### src/logic/flash_status_pkg.sv
// Purpose: constants, types and helpers for the two flash status bytes
// Assumes: one 250 MHz clock, serial pins sampled through synchronisers
// Notes:   register access is by opcode over the serial link only
//
// Behaviour
// - status one bit 7 lets the guard pin block status writes; lockdown comes from status two bit 0
// - status one bit 6 picks 64-kB block or 4-kB sector range granularity
// - status one bit 5 grows the protected range from top or from bottom
// - range field at zero with the map not inverted leaves the whole array unprotected
// - write latch gates the start of every program, erase or non-volatile status write
// - busy bit reads one while any embedded operation runs
// - status two bit 7 reads one while an operation is suspended
// - status two bit 6 inverts the protection map
// - status two bits 5 to 2 are one-time lock bits, never cleared
// - lock bit for security register zero always reads one
// - quad enable turns on extra data lines and disables pin functions
// - status two bit 0 changes what guard select a means
// - protection fields keep non-volatile and volatile copies, status one defaults zero
// - volatile copies load from non-volatile ones at power-up, then steer behaviour, except guard select a, taken from the non-volatile copy
// - only write enable sets the latch; completion clears it
// - volatile enable directly before write status updates volatile copies only
// - status writes gated by both guard selects and, without quad, the guard pin
package flash_status_pkg;

    // ---------------------------------------------------------------
    // opcodes
    // ---------------------------------------------------------------
    localparam logic [7:0] OP_WRITE_EN = 8'h06;
    localparam logic [7:0] OP_VOL_WRITE_EN = 8'h50;
    localparam logic [7:0] OP_WRITE_STATUS = 8'h01;
    localparam logic [7:0] OP_READ_ONE = 8'h05;
    localparam logic [7:0] OP_READ_TWO = 8'h35;

    // ---------------------------------------------------------------
    // field positions
    // ---------------------------------------------------------------
    localparam int ONE_GUARD_A = 7;
    localparam int ONE_GRAN = 6;
    localparam int ONE_ORIGIN = 5;
    localparam int ONE_RANGE_HI = 4;
    localparam int ONE_RANGE_LO = 2;
    localparam int TWO_SUSPEND = 7;
    localparam int TWO_INVERT = 6;
    localparam int TWO_LOCK_HI = 5;
    localparam int TWO_LOCK_LO = 2;
    localparam int TWO_QUAD = 1;
    localparam int TWO_GUARD_B = 0;

    // ---------------------------------------------------------------
    // masks and reset values
    // ---------------------------------------------------------------
    localparam logic [7:0] ONE_NV_MASK = 8'hFC;
    localparam logic [7:0] TWO_NV_MASK = 8'h7F;
    localparam logic [7:0] ONE_VOL_MASK = 8'hFC;
    localparam logic [7:0] TWO_VOL_MASK = 8'h42;
    localparam logic [7:0] TWO_LOCK_MASK = 8'h3C;
    localparam logic [7:0] TWO_LOCK_ZERO = 8'h04;
    localparam logic [7:0] ONE_RESET = 8'h00;
    localparam logic [7:0] TWO_RESET = 8'h04;
    localparam logic [2:0] RANGE_NONE = 3'h0;
    localparam logic [2:0] BIT_LAST = 3'h7;

    // ---------------------------------------------------------------
    // timing
    // ---------------------------------------------------------------
    localparam int CLK_PERIOD_NS = 4;
    localparam int NV_WRITE_NS = 1000;
    localparam int NV_WRITE_CYC_I = (NV_WRITE_NS + CLK_PERIOD_NS - 1) / CLK_PERIOD_NS;
    localparam int NVW_CNT_W = 9;
    localparam logic [NVW_CNT_W-1:0] NV_WRITE_CYC = NVW_CNT_W'(NV_WRITE_CYC_I);
    localparam logic [NVW_CNT_W-1:0] NVW_LAST = 9'h001;
    localparam int SYNC_STAGES = 3;
    localparam int LINK_PINS = 3;
    localparam int PIN_SCLK = 0;
    localparam int PIN_CS_N = 1;
    localparam int PIN_MOSI = 2;

    typedef enum logic [1:0] {
        ST_LOAD = 2'b00,
        ST_RUN = 2'b01,
        ST_NV_WRITE = 2'b10
    } ctl_state_e;

    // status writes allowed unless locked down or guarded by a low pin
    function automatic logic status_write_ok(input logic guard_a, input logic guard_b,
                                             input logic quad_on, input logic guard_pin_n);
        status_write_ok = !guard_b && !(guard_a && !quad_on && !guard_pin_n);
    endfunction

endpackage

### src/logic/spi_byte_if.sv
// Purpose: byte-level link between the serial engine and the status control
// Assumes: all signals on clk_in; pulses last one cycle
// Notes:   shift_out marks a falling serial clock edge while selected
interface spi_byte_if;
    logic rx_valid;
    logic [7:0] rx_byte;
    logic frame_start;
    logic frame_end;
    logic shift_out;

    modport engine (output rx_valid, output rx_byte, output frame_start,
                    output frame_end, output shift_out);
    modport ctl (input rx_valid, input rx_byte, input frame_start,
                 input frame_end, input shift_out);
endinterface

### src/logic/flash_status_regs.sv
// Purpose: the two status bytes of a serial flash, reached by opcodes
// Assumes: the array core reports busy, completion and suspend on clk_in;
//          non-volatile contents arrive on nv_image_in and stay stable
// Notes:   the array stores what nv_write_out hands it; this block only
//          mirrors the non-volatile bytes and runs the volatile copies
module flash_status_regs (
    // clock and reset
    input wire logic clk_in,
    input wire logic srst_in,

    // serial link pins
    input wire logic sclk_in,
    input wire logic cs_n_in,
    input wire logic mosi_in,
    input wire logic guard_pin_n_in,
    output logic miso_out,
    output logic miso_oe_out,

    // array core
    input wire logic [15:0] nv_image_in,
    input wire logic core_busy_in,
    input wire logic op_done_in,
    input wire logic suspended_in,
    output logic nv_write_out,
    output logic [15:0] nv_data_out,

    // state seen by the array
    output logic write_latch_out,
    output logic busy_out,
    output logic granularity_sel_out,
    output logic range_origin_out,
    output logic [2:0] range_bits_out,
    output logic map_invert_out,
    output logic prot_none_out,
    output logic [3:0] otp_lock_out,
    output logic quad_lines_on_out,
    output logic pin_funcs_on_out
);

    // ---------------------------------------------------------------
    // state
    // ---------------------------------------------------------------
    typedef struct packed {
        flash_status_pkg::ctl_state_e state;
        logic [7:0] nv1;
        logic [7:0] nv2;
        logic [7:0] vol1;
        logic [7:0] vol2;
        logic wlatch;
        logic vol_arm;
        logic have_cmd;
        logic [7:0] cmd;
        logic [1:0] nbytes;
        logic [7:0] d1;
        logic [7:0] d2;
        logic [7:0] tx;
        logic miso;
        logic miso_oe;
        logic [flash_status_pkg::NVW_CNT_W-1:0] nvw_cnt;
        logic nv_write;
        logic [15:0] nv_data;
        logic [flash_status_pkg::SYNC_STAGES-1:0] wp_sync;
        logic wp_n;
        logic susp;
        logic busy;
        logic prot_none;
    } ctl_s;

    ctl_s r;
    ctl_s n;
    spi_byte_if link ();

    spi_byte_engine u_engine (
        .clk_in(clk_in),
        .srst_in(srst_in),
        .sclk_in(sclk_in),
        .cs_n_in(cs_n_in),
        .mosi_in(mosi_in),
        .link(link.engine)
    );

    // ---------------------------------------------------------------
    // read image of a status byte
    // ---------------------------------------------------------------
    function automatic logic [7:0] read_image(input ctl_s s, input logic [7:0] op);
        logic [7:0] one;
        logic [7:0] two;
        one = s.vol1 & flash_status_pkg::ONE_VOL_MASK;
        one[1] = s.wlatch;
        one[0] = s.busy;
        two = (s.vol2 & flash_status_pkg::TWO_VOL_MASK) |
              (s.nv2 & flash_status_pkg::TWO_NV_MASK & ~flash_status_pkg::TWO_VOL_MASK);
        two = two | flash_status_pkg::TWO_LOCK_ZERO;
        two[flash_status_pkg::TWO_SUSPEND] = s.susp;
        if (op == flash_status_pkg::OP_READ_TWO) begin
            read_image = two;
        end else begin
            read_image = one;
        end
    endfunction

    function automatic logic is_read(input logic [7:0] op);
        is_read = (op == flash_status_pkg::OP_READ_ONE) ||
                  (op == flash_status_pkg::OP_READ_TWO);
    endfunction

    // ---------------------------------------------------------------
    // next state
    // ---------------------------------------------------------------
    always_comb begin
        logic [7:0] nv1_new;
        logic [7:0] nv2_new;
        logic wr_ok;
        nv1_new = '0;
        nv2_new = '0;
        wr_ok = 1'b0;
        n = r;
        n.nv_write = 1'b0;
        n.wp_sync = {r.wp_sync[1:0], guard_pin_n_in};
        if (r.wp_sync[1] == r.wp_sync[2]) begin
            n.wp_n = r.wp_sync[2];
        end
        n.susp = suspended_in;

        case (r.state)
            flash_status_pkg::ST_LOAD: begin
                // the image is sampled after reset release, never under reset
                n.nv1 = nv_image_in[7:0] & flash_status_pkg::ONE_NV_MASK;
                n.nv2 = (nv_image_in[15:8] & flash_status_pkg::TWO_NV_MASK) |
                        flash_status_pkg::TWO_LOCK_ZERO;
                n.vol1 = n.nv1 & flash_status_pkg::ONE_VOL_MASK;
                n.vol2 = n.nv2 & flash_status_pkg::TWO_VOL_MASK;
                n.state = flash_status_pkg::ST_RUN;
            end
            flash_status_pkg::ST_RUN: begin
            end
            flash_status_pkg::ST_NV_WRITE: begin
                n.nvw_cnt = r.nvw_cnt - flash_status_pkg::NVW_LAST;
                if (r.nvw_cnt == flash_status_pkg::NVW_LAST) begin
                    n.state = flash_status_pkg::ST_RUN;
                    n.wlatch = 1'b0;
                end
            end
            default: begin
                n.state = flash_status_pkg::ST_LOAD;
            end
        endcase

        // completion of an array operation ends the write enable
        if (op_done_in) begin
            n.wlatch = 1'b0;
        end

        if (r.state != flash_status_pkg::ST_LOAD) begin
            if (link.frame_start) begin
                n.have_cmd = 1'b0;
                n.nbytes = '0;
                n.miso_oe = 1'b0;
            end

            if (link.rx_valid && !r.have_cmd) begin
                n.have_cmd = 1'b1;
                n.cmd = link.rx_byte;
                if (is_read(link.rx_byte)) begin
                    n.tx = read_image(r, link.rx_byte);
                end else if (!r.busy) begin
                    // while busy only status reads are taken
                    if (link.rx_byte == flash_status_pkg::OP_WRITE_EN) begin
                        n.wlatch = 1'b1;
                        n.vol_arm = 1'b0;
                    end else if (link.rx_byte == flash_status_pkg::OP_VOL_WRITE_EN) begin
                        n.vol_arm = 1'b1;
                    end else if (link.rx_byte != flash_status_pkg::OP_WRITE_STATUS) begin
                        n.vol_arm = 1'b0;
                    end
                end
            end else if (link.rx_valid) begin
                if (is_read(r.cmd)) begin
                    // repeated reads refresh with the live value
                    n.tx = read_image(r, r.cmd);
                end else if (r.nbytes == 2'h0) begin
                    n.d1 = link.rx_byte;
                    n.nbytes = 2'h1;
                end else if (r.nbytes == 2'h1) begin
                    n.d2 = link.rx_byte;
                    n.nbytes = 2'h2;
                end
            end

            if (link.shift_out) begin
                n.miso = r.tx[7];
                n.tx = {r.tx[6:0], 1'b0};
                n.miso_oe = r.have_cmd && is_read(r.cmd);
            end

            if (link.frame_end) begin
                n.miso_oe = 1'b0;
                n.have_cmd = 1'b0;
                if (r.have_cmd && r.cmd == flash_status_pkg::OP_WRITE_STATUS &&
                    r.nbytes != 2'h0 && !r.busy) begin
                    wr_ok = flash_status_pkg::status_write_ok(
                        r.nv1[flash_status_pkg::ONE_GUARD_A],
                        r.nv2[flash_status_pkg::TWO_GUARD_B],
                        r.vol2[flash_status_pkg::TWO_QUAD],
                        r.wp_n);
                    // data at the latch, busy and suspend positions is dropped
                    nv1_new = r.d1 & flash_status_pkg::ONE_NV_MASK;
                    nv2_new = r.nv2;
                    if (r.nbytes == 2'h2) begin
                        nv2_new = (r.d2 & flash_status_pkg::TWO_NV_MASK &
                                   ~flash_status_pkg::TWO_LOCK_MASK) |
                                  ((r.d2 | r.nv2) & flash_status_pkg::TWO_LOCK_MASK);
                    end
                    nv2_new = nv2_new | flash_status_pkg::TWO_LOCK_ZERO;
                    if (r.vol_arm) begin
                        if (wr_ok) begin
                            n.vol1 = nv1_new & flash_status_pkg::ONE_VOL_MASK;
                            n.vol2 = nv2_new & flash_status_pkg::TWO_VOL_MASK;
                        end
                    end else if (r.wlatch) begin
                        if (wr_ok) begin
                            n.nv1 = nv1_new;
                            n.nv2 = nv2_new;
                            n.vol1 = nv1_new & flash_status_pkg::ONE_VOL_MASK;
                            n.vol2 = nv2_new & flash_status_pkg::TWO_VOL_MASK;
                            n.nv_write = 1'b1;
                            n.nv_data = {nv2_new, nv1_new};
                            n.nvw_cnt = flash_status_pkg::NV_WRITE_CYC;
                            n.state = flash_status_pkg::ST_NV_WRITE;
                        end else begin
                            n.wlatch = 1'b0;
                        end
                    end
                end
                if (r.have_cmd && r.cmd == flash_status_pkg::OP_WRITE_STATUS) begin
                    n.vol_arm = 1'b0;
                end
            end
        end

        n.busy = core_busy_in || (n.state == flash_status_pkg::ST_NV_WRITE);
        n.prot_none = (n.vol1[flash_status_pkg::ONE_RANGE_HI:flash_status_pkg::ONE_RANGE_LO] ==
                       flash_status_pkg::RANGE_NONE) &&
                      !n.vol2[flash_status_pkg::TWO_INVERT];
    end

    // ---------------------------------------------------------------
    // registers
    // ---------------------------------------------------------------
    always_ff @(posedge clk_in) begin
        if (srst_in) begin
            r <= '0;
            r.state <= flash_status_pkg::ST_LOAD;
            r.nv1 <= flash_status_pkg::ONE_RESET;
            r.nv2 <= flash_status_pkg::TWO_RESET;
            r.vol1 <= flash_status_pkg::ONE_RESET;
            r.vol2 <= flash_status_pkg::TWO_RESET & flash_status_pkg::TWO_VOL_MASK;
            r.wp_n <= 1'b1;
            r.prot_none <= 1'b1;
        end else begin
            r <= n;
        end
    end

    // ---------------------------------------------------------------
    // outputs, all straight from state flops except pin_funcs_on_out, an inverted flop
    // ---------------------------------------------------------------
    assign miso_out = r.miso;
    assign miso_oe_out = r.miso_oe;
    assign nv_write_out = r.nv_write;
    assign nv_data_out = r.nv_data;
    assign write_latch_out = r.wlatch;
    assign busy_out = r.busy;
    assign granularity_sel_out = r.vol1[flash_status_pkg::ONE_GRAN];
    assign range_origin_out = r.vol1[flash_status_pkg::ONE_ORIGIN];
    assign range_bits_out =
        r.vol1[flash_status_pkg::ONE_RANGE_HI:flash_status_pkg::ONE_RANGE_LO];
    assign map_invert_out = r.vol2[flash_status_pkg::TWO_INVERT];
    assign prot_none_out = r.prot_none;
    assign otp_lock_out =
        r.nv2[flash_status_pkg::TWO_LOCK_HI:flash_status_pkg::TWO_LOCK_LO];
    assign quad_lines_on_out = r.vol2[flash_status_pkg::TWO_QUAD];
    assign pin_funcs_on_out = !r.vol2[flash_status_pkg::TWO_QUAD];

endmodule

### src/logic/spi_byte_engine.sv
// Purpose: synchronise serial pins and assemble received bytes
// Assumes: mode 0 framing, serial clock well below clk_in / 4
// Notes:   each pin passes three flops; a change counts when stages 2 and 3 agree
module spi_byte_engine (
    // clock and reset
    input wire logic clk_in,
    input wire logic srst_in,
    // serial pins
    input wire logic sclk_in,
    input wire logic cs_n_in,
    input wire logic mosi_in,
    // byte link
    spi_byte_if.engine link
);

    typedef struct packed {
        logic [flash_status_pkg::LINK_PINS-1:0][flash_status_pkg::SYNC_STAGES-1:0] sync;
        logic [flash_status_pkg::LINK_PINS-1:0] filt;
        logic sel;
        logic [2:0] cnt;
        logic [7:0] shreg;
        logic rx_valid;
        logic [7:0] rx_byte;
        logic fstart;
        logic fend;
        logic shout;
    } eng_s;

    eng_s r;
    eng_s n;
    logic [flash_status_pkg::LINK_PINS-1:0] pins;

    assign pins = {mosi_in, cs_n_in, sclk_in};

    always_comb begin
        n = r;
        n.rx_valid = 1'b0;
        n.fstart = 1'b0;
        n.fend = 1'b0;
        n.shout = 1'b0;
        for (int i = 0; i < flash_status_pkg::LINK_PINS; i++) begin
            n.sync[i] = {r.sync[i][1:0], pins[i]};
            if (r.sync[i][1] == r.sync[i][2]) begin
                n.filt[i] = r.sync[i][2];
            end
        end
        if (r.filt[flash_status_pkg::PIN_CS_N] && !n.filt[flash_status_pkg::PIN_CS_N]) begin
            n.sel = 1'b1;
            n.fstart = 1'b1;
            n.cnt = '0;
        end else if (!r.filt[flash_status_pkg::PIN_CS_N] &&
                     n.filt[flash_status_pkg::PIN_CS_N]) begin
            n.sel = 1'b0;
            n.fend = r.sel;
        end else if (r.sel) begin
            if (!r.filt[flash_status_pkg::PIN_SCLK] && n.filt[flash_status_pkg::PIN_SCLK]) begin
                n.shreg = {r.shreg[6:0], r.filt[flash_status_pkg::PIN_MOSI]};
                n.cnt = r.cnt + 3'h1;
                if (r.cnt == flash_status_pkg::BIT_LAST) begin
                    n.rx_valid = 1'b1;
                    n.rx_byte = {r.shreg[6:0], r.filt[flash_status_pkg::PIN_MOSI]};
                end
            end else if (r.filt[flash_status_pkg::PIN_SCLK] &&
                         !n.filt[flash_status_pkg::PIN_SCLK]) begin
                n.shout = 1'b1;
            end
        end
    end

    always_ff @(posedge clk_in) begin
        if (srst_in) begin
            r <= '0;
        end else begin
            r <= n;
        end
    end

    assign link.rx_valid = r.rx_valid;
    assign link.rx_byte = r.rx_byte;
    assign link.frame_start = r.fstart;
    assign link.frame_end = r.fend;
    assign link.shift_out = r.shout;

endmodule

### config.mk
export PLATFORM = sky130hd
export DESIGN_NAME = flash_status_regs
export DESIGN_NICKNAME = d
export VERILOG_FILES = /design/src/logic/flash_status_pkg.sv /design/src/logic/spi_byte_if.sv /design/src/logic/flash_status_regs.sv /design/src/logic/spi_byte_engine.sv
export SDC_FILE = /design/constraint.sdc
export NUM_CORES = 1
export LEC_CHECK = 0
export BUFFER_PORTS_ARGS = -buffer_cell sky130_fd_sc_hd__buf_2
export CORE_UTILIZATION = 46
export DETAILED_ROUTE_END_ITERATION = 16
export PLACE_DENSITY = 0.65
export REMOVE_ABC_BUFFERS = 1
export SYNTH_ARGS = -nofsm -noshare
export SYNTH_HDL_FRONTEND = slang
export SYNTH_SLANG_ARGS = --single-unit
export TNS_END_PERCENT = 10
### constraint.sdc
create_clock -name clk_in -period 2.8 [get_ports clk_in]
set_input_delay 0.14 -clock clk_in [delete_from_list [all_inputs] [get_ports clk_in]]
set_output_delay 0.14 -clock clk_in [all_outputs]
set_load 0.03 [all_outputs]
# Word level (Yosys, flattened, before mapping)
# Cells that the tools add are included.
# classes
eq_ne,20
n_mux,57
reduce_logical,53
n_bitwise,15
addsub,2
# op_table
cell,count
two-way mux 26 bit,5
two-way mux 99 bit,1
two-way mux 8 bit,9
two-way mux 35 bit,2
two-way mux 20 bit,3
two-way mux 18 bit,3
two-way mux 37 bit,1
two-way mux 34 bit,1
two-way mux 16 bit,2
two-way mux 32 bit,1
two-way mux 27 bit,1
== test 8 x 3 -> 1 bit (second input constant),3
two-way mux 9 bit,2
== test 8 x 6 -> 1 bit (second input constant),2
two-way mux 1 bit,16
bitwise OR 7 x 6 -> 7 bit,2
logical AND 1 bit,13
two-way mux 2 bit,6
NOT 1 bit,12
AND reduction 6 bit,2
nonzero test 3 bit,4
logical NOT 1 bit,11
two-way mux 11 bit,1
two-way mux 10 bit,1
other kinds (26),43
# totals
word_cells,183
reg_bits,140
out_inout_bits,34
input_bits,25

# Longest topological paths before layout
# logic_depth
word_depth,16
ltp_mapped,8
mapped_depth_nobuf,8

# Modules after synthesis
# From an unflattened synthesis, not the netlist that was laid out.
# hier_totals
hier_cells,595
hier_area_um2,5317.6
# by_module_without_submodules
module,instances,area_per_inst_um2,seq_area_each_um2,cells_per_inst
flash_status_regs,1,3956.3,1701.6,466
spi_byte_engine,1,1361.3,700.7,129

# Least setup slack after synthesis
# No wires, ideal clock.
# synth_path
path_kind,register -> register
startpoint,register r[68] (netlist bit)
endpoint,register r[25] (netlist bit)
synth_period_minus_slack_ps,1925
required_ps,2714
path_stages_with_launch,7
setup_ps,86
path_slack_ps,875
n_path_buf,1
arrival_ps,1838
path_cell_list,dfxtp_1 -> or4_4 -> nor4_4 -> and2_4 -> buf_8 -> o22ai_4 -> a221oi_2
# synth_via
elab_chain_len,7
# synth_lines
element,line,text
from (decl),flash_status_regs.sv:69,ctl_s r;
from (signal assigned),flash_status_regs.sv:261,r <= n;
== test 8 x 1 -> 1 bit,flash_status_regs.sv:199,if (r.have_cmd && r.cmd == flash_status_pkg::OP_WRITE_STATUS &&
logical AND 1 bit (2 in a row),flash_status_regs.sv:199,
logical AND 1 bit,flash_status_regs.sv:200,r.nbytes != 2'h0 && !r.busy) begin
two-way mux 26 bit,flash_status_regs.sv:199,
two-way mux 27 bit,flash_status_regs.sv:196,if (link.frame_end) begin
two-way mux 99 bit,flash_status_regs.sv:154,if (r.state != flash_status_pkg::ST_LOAD) begin
# No other way between the ends.
# A chain may end at the register's enable or synchronous reset.

# Worst setup path after layout
# layout_path
startpoint,register r[68] (netlist bit)
endpoint,"register r, in the netlist nv_data_out[11]"
# layout_via
elab_chain_len,5
# layout_lines
element,line
== test 8 x 1 -> 1 bit,flash_status_regs.sv:199
logical AND 1 bit (2 in a row),flash_status_regs.sv:199
logical AND 1 bit,flash_status_regs.sv:200
AND reduction 6 bit (no line),--
# No other way between the ends.

==> results.py <==
metrics = {
    "outcome": {
        "status": "complete, no violations",
    },
    "place": {
        "dp_hpwl_um": 8230,
        "placed_area_sq_um": 5310,
        "port_buffers": 52,
        "pre_cts_ws_ns": 0.554,
        "place_congestion": 0.801,
        "placed_cells": 719,
    },
    "clock_tree": {
        "clk_pin_slew_ns": 0.06,
        "clockBufferDepth": 2,
        "worst_skew_pair.late_latency_ns": 0.52,
        "cts_setup_buffers": 0,
        "cts_root_buffer": "clkbuf_8",
        "clock-sinks": 120,
        "htreeDepth": 4,
        "cts_buffers": 17,
        "cts_tree": "yes",
    },
    "sta": {
        "max_freq_mhz": 436,
        "slew_headroom_pct": 54.5,
        "final.setup.worst_slack_ns": 0.504,
        "fin_setup_tns_ns": 0,
        "final_hold_viol_count": 0,
        "fin_worst_skew_ns": 0.0105,
        "setup_viol": 0,
        "fin_crit_sh_pct": 82.0,
        "drv_slew": 0,
        "worst_slew_pin_slew_ns": 0.674,
        "final.min_clock_period_ns": 2.30,
        "rsz0062_at_grt": "no",
        "holdWs_ns": 0.0463,
    },
    "drt": {
        "final_antenna_net_count": 0,
        "drt-pass1-iter-count": 4,
        "drc": 0,
        "drt_iter0_markers": 273,
        "wl_um": 11800,
        "num_vias": 4088,
        "vias_per_cell": 5.32,
        "post_drt_wl_per_cell_um": 15.3,
    },
    "layout": {
        "instances_no_fill": 769,
        "final_nets": 647,
        "fin_area_sq_um": 6060,
        "drive_gt1_share_pct": 16.5,
        "antenna_cells": 0,
        "area_growth_pct": 18.4,
        "final_util_pct": 55.9,
    },
    "run": {
        "max_cap_violations": 0,
    },
    "worst_setup_path": {
        "start_kind": "flip-flop",
        "cp_top_family": "simple AND/OR/NAND/NOR gates",
        "critPathArrivalTime_ns": 2.68,
        "crit_chain": "or4_4 -> nor4_4 -> buf_4 -> nand3_1 -> a211oi_1 -> nor3_1",
        "slowest_stage": "or4_4",
        "cp_data_required_time_ns": 3.19,
        "worstPathMaxFanout": 8,
        "cpPeakStageDelay_ns": 0.60,
        "cp_num_buf_inv": 1,
        "crit_type": "flip-flop to flip-flop",
        "critPathCaptureType": "flip-flop",
    },
    "global_route": {
        "grt_pass1_wl_um": 19300,
        "antenna_found_initial": 0,
        "grt_overflow": 0,
        "grt_max_degree": 47,
        "grt_pass1_vias": 3934,
        "track_usage_pct": 22.0,
    },
    "pwr": {
        "leakagePower_nw": 2.34,
        "pwr_density_cell_nw_per_um2": 677,
        "vdd_drop_max_uv": 420,
        "total_power_mw": 4.10,
    },
    "logic_synthesis": {
        "synth.largest_area_cell": "dfxtp_1",
        "synth-seq-cells": 120,
        "synth_flop_cell": "dfxtp_1",
        "post-synth-top-count-cell": "dfxtp_1",
        "synth_cells": 566,
        "syn_area_sq_um": 5110,
        "async_reset_ff_share_pct": 0,
        "yosysWarningCount": 0,
        "synthTopCellsByCount": "dfxtp_1 (120), nand2_1 (68), nor2_1 (58)",
        "synth_top_area_share_pct": 47.0,
        "synth_edf_count": 0,
        "ys_top_cells_by_area": "dfxtp_1 (47%), mux2i_1 (6.1%), nand2_1 (5.0%), nor2_1 (4.3%), a21oi_1 (3.9%)",
        "syn_area_per_cell_sq_um": 9.04,
        "ys_seq_area_share_pct": 47.0,
        "ys_types": 66,
    },
    "floorplan": {
        "rows": 38,
        "die_x_um": 107,
        "ioPinCount": 59,
        "core_area_sq_um": 10800,
        "die_h_um": 107,
        "start_util_pct": 47.2,
        "dieArea_sq_um": 11500,
    },
    "min_path": {
        "hold_class": "input port to flip-flop",
    },
}
## cell usage in the layout, fill, tap and decap left out, types with 3 or more instances in the layout
cell type / instances
a311oi_1: 10
nand4_1: 5
nand3b_1: 3
nor3_1: 14
o211ai_1: 4
dfxtp_1: 120
mux2i_1: 31
and3_1: 6
clkbuf_16: 16
buf_4: 10
nor2b_1: 22
o221ai_1: 6
o21bai_1: 3
dlygate4sd3_1: 18
clkbuf_1: 4
nor2_1: 58
o21ai_0: 15
clkinv_2: 4
buf_2: 51
nor3b_1: 3
ha_1: 6
a22o_1: 6
xnor2_1: 5
nor4b_1: 3
a21oi_1: 40
clkbuf_8: 4
inv_1: 16
a41oi_1: 3
nand2_1: 68
xor2_1: 6
a211oi_1: 5
nand3_1: 19
## worst paths after layout
| kind | endpoint | cells after the start | start | slack (ns) |
|---|---|---|---|---|
| worst max register to register | nv_data_out[11] | 6 | r[68] | 0.50 |
| worst min register to register | n[6] | 1 | n[5] | 0.43 |
| worst max-delay path | nv_data_out[11] | 6 | r[68] | 0.50 |
| worst min-delay path | range_bits_out[2] | 4 | nv_image_in[4] | 0.05 |
## flip-flops by register name, indices dropped and copies added (netlist names), 2 cells and up
signal and flops:
nv_data_out 14, range_bits_out 3, r 52, u_engine.r 17, n 2, otp_lock_out 4, u_engine.link.rx_byte 8, u_engine.n 6
## cells by family (layout without fill, tap and decap cells)
| family | after synthesis | after routing | synth area share, % |
|---|---|---|---|
| simple gates | 228 | 228 | 22.6 |
| compound gates | 103 | 103 | 13.6 |
| mux | 31 | 31 | 6.07 |
| xor+xnor | 11 | 11 | 1.88 |
| other cells | 1 | 2 | 0.0733 |
| flops | 120 | 120 | 47.0 |
| buf+inv | 66 | 128 | 7.39 |
| fa+ha+maj | 6 | 6 | 1.47 |
## area by class of cell
type                    instances  area (sq um)
repair buffers                 79           510
clock inverters                 8          95.1
multi-input cells             381          2340
flip-flops and latches        120          2400
inverters                      17          63.8
clock buffers                  24           470
fillers                      1015          4780
well taps                     140           175
## layer usage
metal / GRT usage [%] / share of wire [%] / vias to the layer above / wire length, um
met5: 0 / 0 / - / 0
met4: 7.44 / 1.2 / 0 / 141
met3: 6.05 / 5.4 / 12 / 641
met2: 35.4 / 46 / 110 / 5450
met1: 28.3 / 47 / 1910 / 5540
li1: - / - / 2056 / -
## repair_timing
| item | in CTS | in global routing |
|---|---|---|
| hold buffers | 18 | 0 |
| resized for setup | 0 | 0 |
| setup endpoints to repair | 0 | 0 |
| hold endpoints to repair | 28 | 0 |
## power by group
group | switching [mW] | total [mW] | leakage (nW) | internal (mW)
clock network | 0.713 | 2.04 | 0.275 | 1.33
logic | 0.161 | 0.264 | 1.09 | 0.103
registers | 0.0403 | 1.79 | 0.975 | 1.75
## worst register-to-register path, cell delays in order (launching register included)
cell and delay (ns):
dfxtp_1 0.33, or4_4 0.60, nor4_4 0.26, buf_4 0.19
nand3_1 0.32, a211oi_1 0.39, nor3_1 0.07
Power figures use the tool's default switching activity.
